--- config.mk ---
export PLATFORM = sky130hd
export DESIGN_NAME = mitc_core
export DESIGN_NICKNAME = d
export VERILOG_FILES = /design/src/hw/mitc_phase_gen.v /design/src/hw/mitc_core.v
export VERILOG_INCLUDE_DIRS = /design/src /design/src/inc
export SDC_FILE = /design/constraint.sdc
export NUM_CORES = 2
export LEC_CHECK = 0
export CAP_MARGIN = 25
export CORE_ASPECT_RATIO = 0.75
export CORE_MARGIN = 8
export CORE_UTILIZATION = 57
export DETAILED_ROUTE_END_ITERATION = 10
export DONT_BUFFER_PORTS = 1
export GPL_ROUTABILITY_DRIVEN = 0
export PLACE_DENSITY_LB_ADDON = 0.3
export REMOVE_ABC_BUFFERS = 1
export SYNTH_ARGS = -nofsm -noshare
export SYNTH_HDL_FRONTEND = slang
export SYNTH_SLANG_ARGS = --single-unit
--- constraint.sdc ---
create_clock -name ref_clk -period 16.5 [get_ports ref_clk]
set_clock_uncertainty 0.05 [all_clocks]
set_input_delay 0 -clock ref_clk [delete_from_list [all_inputs] [get_ports ref_clk]]
set_output_delay 0 -clock ref_clk [all_outputs]
set_load 0.02 [all_outputs]
--- src/inc/mitc_core_map.vh ---
// Constants for the instruction timing core: opcodes, fields and timing.
`ifndef MITC_CORE_MAP_VH
`define MITC_CORE_MAP_VH
`define MITC_CLKS_PER_CYCLE 3'd4
`define MITC_PHASE_LAST 2'd3
`define MITC_OP_HI 15
`define MITC_OP_LO 10
`define MITC_OP_MOV_A_M 6'h00
`define MITC_OP_MOV_M_A 6'h01
`define MITC_OP_MOV_A_X 6'h02
`define MITC_OP_ADD_A_M 6'h03
`define MITC_OP_ADD_A_X 6'h04
`define MITC_OP_ADC_A_M 6'h05
`define MITC_OP_SUB_A_M 6'h06
`define MITC_OP_SUB_A_X 6'h07
`define MITC_OP_SBC_A_M 6'h08
`define MITC_OP_AND_A_M 6'h09
`define MITC_OP_OR_A_M 6'h0A
`define MITC_OP_XOR_A_M 6'h0B
`define MITC_OP_INV_M 6'h0C
`define MITC_OP_INV_A 6'h0D
`define MITC_OP_INC_M 6'h0E
`define MITC_OP_INC_A 6'h0F
`define MITC_OP_DEC_M 6'h10
`define MITC_OP_DEC_A 6'h11
`define MITC_OP_RR_M 6'h12
`define MITC_OP_RL_M 6'h13
`define MITC_OP_RRCY_M 6'h14
`define MITC_OP_RLCY_M 6'h15
`define MITC_OP_SET_BIT 6'h16
`define MITC_OP_CLR_BIT 6'h17
`define MITC_OP_SZ_M 6'h18
`define MITC_OP_SZ_BIT 6'h19
`define MITC_OP_SNZ_BIT 6'h1A
`define MITC_OP_JUMP 6'h1B
`define MITC_OP_CALL 6'h1C
`define MITC_OP_RET 6'h1D
`define MITC_OP_RET_IRQ 6'h1E
`define MITC_OP_TABRD 6'h1F
`define MITC_OP_HALT 6'h20
`define MITC_OP_CLRWDT 6'h21
`define MITC_OP_NOP 6'h3F
`define MITC_ADDR_PC_LOW 8'h02
`define MITC_FLAG_Z 0
`define MITC_FLAG_C 1
`define MITC_FLAG_AC 2
`define MITC_FLAG_OV 3
`endif

--- src/hw/mitc_phase_gen.v ---
// Four-phase generator that frames one instruction cycle.
`timescale 1ns/100ps
`include "mitc_core_map.vh"
module mitc_phase_gen (
  // Clock and reset.
  input wire ref_clk,
  input wire rst,
  // Phase outputs.
  output reg [1:0] phase,
  output reg cycleEnd
);
  always @(posedge ref_clk) begin
    if (rst) begin
      phase <= 2'd0;
      cycleEnd <= 1'b0;
    end else begin
      phase <= phase + 2'd1;
      cycleEnd <= (phase == `MITC_PHASE_LAST - 2'd1);
    end
  end
endmodule // mitc_phase_gen

--- src/hw/mitc_core.v ---
// Instruction execution and timing core.
`timescale 1ns/100ps
`include "mitc_core_map.vh"
module mitc_core #(
  parameter PC_WIDTH = 11,
  parameter STACK_DEPTH = 4,
  parameter DMEM_DEPTH = 256
) (
  // Clock and reset.
  input wire ref_clk,
  input wire rst,
  // Program memory.
  output reg [PC_WIDTH-1:0] progAddr,
  input wire [15:0] progData,
  // Status outputs.
  output reg [7:0] accumulatorOut,
  output reg [3:0] flagsOut,
  output reg globalIrqEnable,
  output reg powerDown,
  output reg watchdogClear,
  output reg [7:0] tableLowOut,
  output reg [7:0] tableHighOut,
  output reg [PC_WIDTH-1:0] pcOut
);
  // ****************************************************************
  // Phase generator.
  // ****************************************************************
  wire [1:0] phase;
  wire cycleEnd;
  mitc_phase_gen u_phase (
    .ref_clk(ref_clk),
    .rst(rst),
    .phase(phase),
    .cycleEnd(cycleEnd)
  );
  // ****************************************************************
  // State.
  // ****************************************************************
  reg [7:0] dataMem [0:DMEM_DEPTH-1];
  reg [PC_WIDTH-1:0] stackMem [0:STACK_DEPTH-1];
  reg [1:0] stackPtr_reg;
  reg [PC_WIDTH-1:0] pc_reg;
  reg [15:0] instr_reg;
  reg flush_reg;
  reg [7:0] accumulator_reg;
  reg [3:0] flags_reg;
  reg tableFetch_reg;
  integer i;
  // ****************************************************************
  // Arithmetic helper.
  // ****************************************************************
  function [11:0] mitc_addsub;
    input [7:0] a;
    input [7:0] b;
    input cin;
    input sub;
    reg [7:0] bb;
    reg [8:0] s;
    reg [4:0] h;
    begin
      bb = sub ? ~b : b;
      s = {1'b0, a} + {1'b0, bb} + {8'h00, cin};
      h = {1'b0, a[3:0]} + {1'b0, bb[3:0]} + {4'h0, cin};
      mitc_addsub = {s[7:0], (a[7] == bb[7]) && (s[7] != a[7]),
        h[4], s[8], (s[7:0] == 8'h00)};
    end
  endfunction
  // ****************************************************************
  // Decode and execute.
  // ****************************************************************
  wire [5:0] opcode = instr_reg[`MITC_OP_HI:`MITC_OP_LO];
  wire [7:0] addrM = instr_reg[7:0];
  wire [2:0] bitSel = instr_reg[10:8];
  wire [7:0] memVal = dataMem[addrM];
  reg [7:0] accNext;
  reg [7:0] memNext;
  reg memWrite;
  reg [3:0] flagsNext;
  reg [11:0] arith;
  reg takeBranch;
  reg [PC_WIDTH-1:0] target;
  reg push;
  reg pop;
  reg irqNext;
  reg haltNext;
  reg wdtNext;
  reg tableNext;
  always @* begin
    accNext = accumulator_reg;
    memNext = memVal;
    memWrite = 1'b0;
    flagsNext = flags_reg;
    arith = 12'h000;
    takeBranch = 1'b0;
    target = pc_reg;
    push = 1'b0;
    pop = 1'b0;
    irqNext = globalIrqEnable;
    haltNext = 1'b0;
    wdtNext = 1'b0;
    tableNext = 1'b0;
    if (!flush_reg && !tableFetch_reg) begin
      case (opcode)
        `MITC_OP_MOV_A_M: accNext = memVal;
        `MITC_OP_MOV_M_A: begin
          memNext = accumulator_reg;
          memWrite = 1'b1;
        end
        `MITC_OP_MOV_A_X: accNext = addrM;
        `MITC_OP_ADD_A_M, `MITC_OP_ADD_A_X, `MITC_OP_ADC_A_M,
        `MITC_OP_SUB_A_M, `MITC_OP_SUB_A_X, `MITC_OP_SBC_A_M: begin
          arith = mitc_addsub(accumulator_reg,
            (opcode == `MITC_OP_ADD_A_X || opcode == `MITC_OP_SUB_A_X) ?
            addrM : memVal,
            (opcode == `MITC_OP_ADC_A_M || opcode == `MITC_OP_SBC_A_M) ?
            flags_reg[`MITC_FLAG_C] :
            (opcode == `MITC_OP_SUB_A_M || opcode == `MITC_OP_SUB_A_X),
            (opcode == `MITC_OP_SUB_A_M || opcode == `MITC_OP_SUB_A_X ||
            opcode == `MITC_OP_SBC_A_M));
          accNext = arith[11:4];
          flagsNext = arith[3:0];
        end
        `MITC_OP_AND_A_M, `MITC_OP_OR_A_M, `MITC_OP_XOR_A_M: begin
          accNext = (opcode == `MITC_OP_AND_A_M) ? accumulator_reg & memVal :
            (opcode == `MITC_OP_OR_A_M) ? accumulator_reg | memVal :
            accumulator_reg ^ memVal;
          flagsNext[`MITC_FLAG_Z] = (accNext == 8'h00);
        end
        `MITC_OP_INV_M: begin
          memNext = ~memVal;
          memWrite = 1'b1;
          flagsNext[`MITC_FLAG_Z] = (memNext == 8'h00);
        end
        `MITC_OP_INV_A: begin
          accNext = ~memVal;
          flagsNext[`MITC_FLAG_Z] = (accNext == 8'h00);
        end
        `MITC_OP_INC_M, `MITC_OP_DEC_M: begin
          memNext = (opcode == `MITC_OP_INC_M) ? memVal + 8'h01 :
            memVal - 8'h01;
          memWrite = 1'b1;
          flagsNext[`MITC_FLAG_Z] = (memNext == 8'h00);
        end
        `MITC_OP_INC_A, `MITC_OP_DEC_A: begin
          accNext = (opcode == `MITC_OP_INC_A) ? memVal + 8'h01 :
            memVal - 8'h01;
          flagsNext[`MITC_FLAG_Z] = (accNext == 8'h00);
        end
        `MITC_OP_RR_M: begin
          memNext = {memVal[0], memVal[7:1]};
          memWrite = 1'b1;
        end
        `MITC_OP_RL_M: begin
          memNext = {memVal[6:0], memVal[7]};
          memWrite = 1'b1;
        end
        `MITC_OP_RRCY_M: begin
          memNext = {flags_reg[`MITC_FLAG_C], memVal[7:1]};
          flagsNext[`MITC_FLAG_C] = memVal[0];
          memWrite = 1'b1;
        end
        `MITC_OP_RLCY_M: begin
          memNext = {memVal[6:0], flags_reg[`MITC_FLAG_C]};
          flagsNext[`MITC_FLAG_C] = memVal[7];
          memWrite = 1'b1;
        end
        `MITC_OP_SET_BIT, `MITC_OP_CLR_BIT: begin
          memNext = memVal;
          memNext[bitSel] = (opcode == `MITC_OP_SET_BIT);
          memWrite = 1'b1;
        end
        `MITC_OP_SZ_M: begin
          takeBranch = (memVal == 8'h00);
          target = pc_reg + {{(PC_WIDTH-1){1'b0}}, 1'b1};
        end
        `MITC_OP_SZ_BIT, `MITC_OP_SNZ_BIT: begin
          takeBranch = memVal[bitSel] ^ (opcode == `MITC_OP_SZ_BIT);
          target = pc_reg + {{(PC_WIDTH-1){1'b0}}, 1'b1};
        end
        `MITC_OP_JUMP: begin
          takeBranch = 1'b1;
          target = instr_reg[PC_WIDTH-1:0];
        end
        `MITC_OP_CALL: begin
          takeBranch = 1'b1;
          target = instr_reg[PC_WIDTH-1:0];
          push = 1'b1;
        end
        `MITC_OP_RET, `MITC_OP_RET_IRQ: begin
          takeBranch = 1'b1;
          target = stackMem[stackPtr_reg - 2'd1];
          pop = 1'b1;
          if (opcode == `MITC_OP_RET_IRQ) begin
            irqNext = 1'b1;
          end
        end
        `MITC_OP_TABRD: begin
          tableNext = 1'b1;
        end
        `MITC_OP_HALT: haltNext = 1'b1;
        `MITC_OP_CLRWDT: wdtNext = 1'b1;
        default: accNext = accumulator_reg;
      endcase
      if (memWrite && addrM == `MITC_ADDR_PC_LOW) begin
        takeBranch = 1'b1;
        target = {pc_reg[PC_WIDTH-1:8], memNext};
        memWrite = 1'b0;
      end
    end
  end
  // ****************************************************************
  // Sequencing: one instruction per four clocks.
  // ****************************************************************
  always @(posedge ref_clk) begin
    if (rst) begin
      pc_reg <= {PC_WIDTH{1'b0}};
      instr_reg <= {`MITC_OP_NOP, 10'h000};
      flush_reg <= 1'b1;
      accumulator_reg <= 8'h00;
      flags_reg <= 4'h0;
      stackPtr_reg <= 2'd0;
      tableFetch_reg <= 1'b0;
      progAddr <= {PC_WIDTH{1'b0}};
      globalIrqEnable <= 1'b0;
      powerDown <= 1'b0;
      watchdogClear <= 1'b0;
      tableLowOut <= 8'h00;
      tableHighOut <= 8'h00;
      accumulatorOut <= 8'h00;
      flagsOut <= 4'h0;
      pcOut <= {PC_WIDTH{1'b0}};
      for (i = 0; i < STACK_DEPTH; i = i + 1) begin
        stackMem[i] <= {PC_WIDTH{1'b0}};
      end
    end else begin
      watchdogClear <= 1'b0;
      if (cycleEnd && !powerDown) begin
        // The table word takes the fetch slot, so the held word waits.
        if (tableFetch_reg) begin
          tableLowOut <= progData[7:0];
          tableHighOut <= progData[15:8];
        end else begin
          instr_reg <= progData;
        end
        flush_reg <= takeBranch;
        tableFetch_reg <= tableNext;
        accumulator_reg <= accNext;
        accumulatorOut <= accNext;
        flags_reg <= flagsNext;
        flagsOut <= flagsNext;
        globalIrqEnable <= irqNext;
        powerDown <= haltNext;
        watchdogClear <= wdtNext;
        if (memWrite) begin
          dataMem[addrM] <= memNext;
        end
        if (push) begin
          stackMem[stackPtr_reg] <= pc_reg;
          stackPtr_reg <= stackPtr_reg + 2'd1;
        end else if (pop) begin
          stackPtr_reg <= stackPtr_reg - 2'd1;
        end
        if (tableNext) begin
          progAddr <= {{(PC_WIDTH-8){1'b1}}, accumulator_reg};
        end else if (takeBranch) begin
          progAddr <= target;
          pc_reg <= target;
        end else begin
          progAddr <= pc_reg + {{(PC_WIDTH-1){1'b0}}, 1'b1};
          pc_reg <= pc_reg + {{(PC_WIDTH-1){1'b0}}, 1'b1};
        end
        if (!flush_reg && !tableFetch_reg) begin
          pcOut <= pc_reg - {{(PC_WIDTH-1){1'b0}}, 1'b1};
        end
      end
    end
  end
endmodule // mitc_core

==> impl_metrics.py <==
metrics = {
    "sta": {
        "fmax_ghz": 0.111,
        "setup_viol": 0,
        "period_minus_slack_ps": 9010,
        "drv_slew": 0,
        "worst_pin_slew_ps": 1310,
        "maxSlewHeadroom": 0.126,
        "fin_ws_ps": 7490,
        "final-hold-violation-count": 0,
        "fin_setup_tns_ps": 0,
        "post-route-period-util": 0.546,
        "rsz0062_at_grt": "false",
    },
    "global_routing": {
        "grt_max_degree": 237,
        "grt_pass1_wl_um": 343000,
        "grt_use_total": 0.278,
        "grt_pass1_vias": 48300,
        "grt_overflow_total": 0,
        "antenna_found_initial": 12,
    },
    "setup_path": {
        "required_ps": 16950,
        "crit_path_frequent_cell": "buf_4",
        "critPathArrivalTime_ps": 9460,
        "path_class": "flop to flop",
        "startpoint_type": "flop",
        "worstPathCellList": "buf_4 -> buf_4 -> buf_4 -> mux4_2 -> nand2_1 -> nand3_1 -> a311oi_1 -> or4_1 -> inv_2 -> ha_1 -> o22ai_1 -> o21ai_0 -> o21ai_0 -> nor3_1 -> a21oi_4 -> buf_4 -> buf_4 -> buf_16 -> buf_4",
        "cp_slowest_cell": "a311oi_1",
        "endpoint_kind": "flop",
        "crit_path_max_incr_delay_ps": 780,
        "crit_path_max_fanout": 91,
    },
    "synth": {
        "netlist_instances": 5099,
        "syn-cell-area_sq_um": 89100,
        "synth-edff-count": 2092,
        "synth_compound_area_frac": 0.0493,
        "synth_ff_type": "edfxtp_1",
        "synth_warnings": 0,
        "syn_area_per_cell_sq_um": 17.5,
        "yosys.area_share.simple": 0.0553,
        "synthAdderAreaFrac": 0.00452,
        "synth.area.mux_share": 0.137,
        "synth_top_family_by_area": "multiplexers",
        "ys_async_sr_fraction": 0,
        "synth_cell_types": 91,
        "synth_xor_area_frac": 0.00452,
        "synth-seq-area-share": 0.726,
        "synth_seq_cells": 2187,
    },
    "cells_and_area": {
        "fin_cells": 7412,
        "largest_reg_flops": 2048,
        "final_cell_mix": "edfxtp_1, nor2_1, mux4_2, mux2i_1, nand2_1",
        "n_fill_cell": 10600,
        "syn_to_final_growth_pct": 9.88,
        "fin_nets": 5200,
        "final_common_cell": "edfxtp_1",
        "drive_gt1_frac": 0.159,
    },
    "die": {
        "die_h_um": 358,
        "pin_count": 71,
        "dieWidth_um": 473,
        "die_area_sq_um": 169000,
        "core.rowCount": 125,
        "core_sq_um": 155000,
        "start_util": 0.575,
    },
    "clocking": {
        "ctsResizeCount": 0,
        "cts_made_buffers": 193,
        "clock_latency_ps": 870,
        "post_cts.repair.setup_buffers": 0,
        "cts-root-buf": "clkbuf_16",
        "clock_path_buffers": 3,
        "clock_sinks": 2187,
        "clk_pin_slew_ps": 70,
        "htreeDepth": 4,
        "cts_tree": "done",
    },
    "drt": {
        "dr.pass1.iters": 7,
        "route.detailed.drc": 0,
        "routedWlPerCell_um": 32.3,
        "ant_nets": 0,
        "drtIter0Drc": 8370,
        "routed_wl_um": 240000,
        "num_vias": 50400,
        "vias_per_cell": 6.80,
    },
    "placed_design": {
        "dpl.hpwl_um": 146000,
        "dp_cells": 6995,
        "portBuffers": 0,
        "place_ws_ps": 7350,
    },
    "min_path": {
        "hold_class": "primary input to flop",
    },
    "power_and_ir_drop": {
        "p_leak_nw": 29.6,
        "powerDensity_nw_per_um2": 118,
        "ir_drop_mv": 0.118,
        "power_mw": 11.6,
    },
    "status": {
        "outcome": "finished, final reports clean",
    },
    "run": {
        "drv_cap": 0,
    },
}
[routing by layer]
layer / global-route usage / routed length (um) / vias to the layer above / share of wire
met5: 0 / 85 / - / 0.00035
met4: 0.0860 / 7470 / 12 / 0.031
met3: 0.101 / 36400 / 512 / 0.15
met2: 0.393 / 103000 / 3694 / 0.43
met1: 0.407 / 93100 / 25700 / 0.39
li1: - / - / 20500 / -
[cell type report]
class / instances / area (sq um) / area share
Tap cell: 2095 / 2620 / 0.0268
Sequential cell: 2187 / 64700 / 0.661
Timing Repair Buffer: 171 / 1590 / 0.0162
Clock inverter: 121 / 1260 / 0.0128
Antenna cell: 6 / 15.0 / 0.000153
Clock buffer: 234 / 5030 / 0.0514
Multi-Input combinational cell: 2556 / 22500 / 0.230
Inverter: 42 / 158 / 0.00161
[metrics by stage]
stage	cell area (sq um)	hold WS [ps]	utilization
floorplan	87200	16.7	-
CTS	97800	90.0	0.631
finish	97900	149	0.632
global route	97900	172	0.632
global placement	90900	34.8	0.586
detailed placement	90900	36.8	0.587
[cell families (layout without fill, tap and decap cells)]
kind of cell             after synthesis  after routing
multiplexers                         742            742
XOR/XNOR                              46             46
flip-flops                          2187           2187
adder cells (fa/ha/maj)               31             31
buffers and inverters                363            568
AO/OA/AOI/OAI                        640            640
other                                  1             14
AND/OR/NAND/NOR                     1089           1089
[cell usage after synthesis, types with 25 or more instances]
master	number	area share
inv_1	33	0.0014
o22ai_1	31	0.0022
nand3_1	97	0.0054
nor2b_1	35	0.0025
nand4_1	26	0.0018
mux2i_1	353	0.040
nand2_1	270	0.011
clkbuf_1	154	0.0065
a21oi_1	136	0.0076
dfxtp_1	95	0.021
mux4_2	375	0.095
a221oi_1	25	0.0025
and3_1	27	0.0019
nor3_1	57	0.0032
nand2b_1	31	0.0022
nor2_1	450	0.019
ha_1	29	0.0041
buf_4	36	0.0030
xnor2_1	40	0.0039
buf_6	62	0.0078
buf_2	48	0.0027
a22oi_1	166	0.014
o21ai_0	88	0.0049
edfxtp_1	2092	0.71
[timing repair]
item                                    4_1_cts  5_1_grt
endpoints found under the setup margin        0        0
hold endpoints to repair                    183        0
hold buffers                                 51        0
[critical path: cells and delay by family (launching register included)]
family / cells / cell delay (ps)
muxes: 1 / 680
DFF: 1 / 560
AOI/OAI and AO/OA: 5 / 1310
and+or+nand+nor: 4 / 1070
buffers and inverters: 8 / 4330
adders and majority gates: 1 / 340
[final timing paths]
| kind | startpoint | end | slack (ps) | cells after the start |
|---|---|---|---|---|
| setup reg to reg | flop | dataMem[100][2]$_DFFE_PP_ | 7490 | 19 |
| hold reg to reg | u_phase.phase[0]$_SDFF_PP0_ | u_phase.phase[0]$_SDFF_PP0_ | 390 | 1 |
| hold / removal | rst | stackPtr_reg[0]$_SDFFE_PP0P_ | 150 | 3 |
| setup / recovery | flop | dataMem[100][2]$_DFFE_PP_ | 7490 | 19 |
[report_power, final]
group	switching (mW)	internal (mW)	total [mW]
logic	0.545	0.172	0.718
clock network	2.05	2.50	4.55
registers	0.0175	6.29	6.31
total	2.61	8.96	11.6
(Power assumes the default switching activity.)
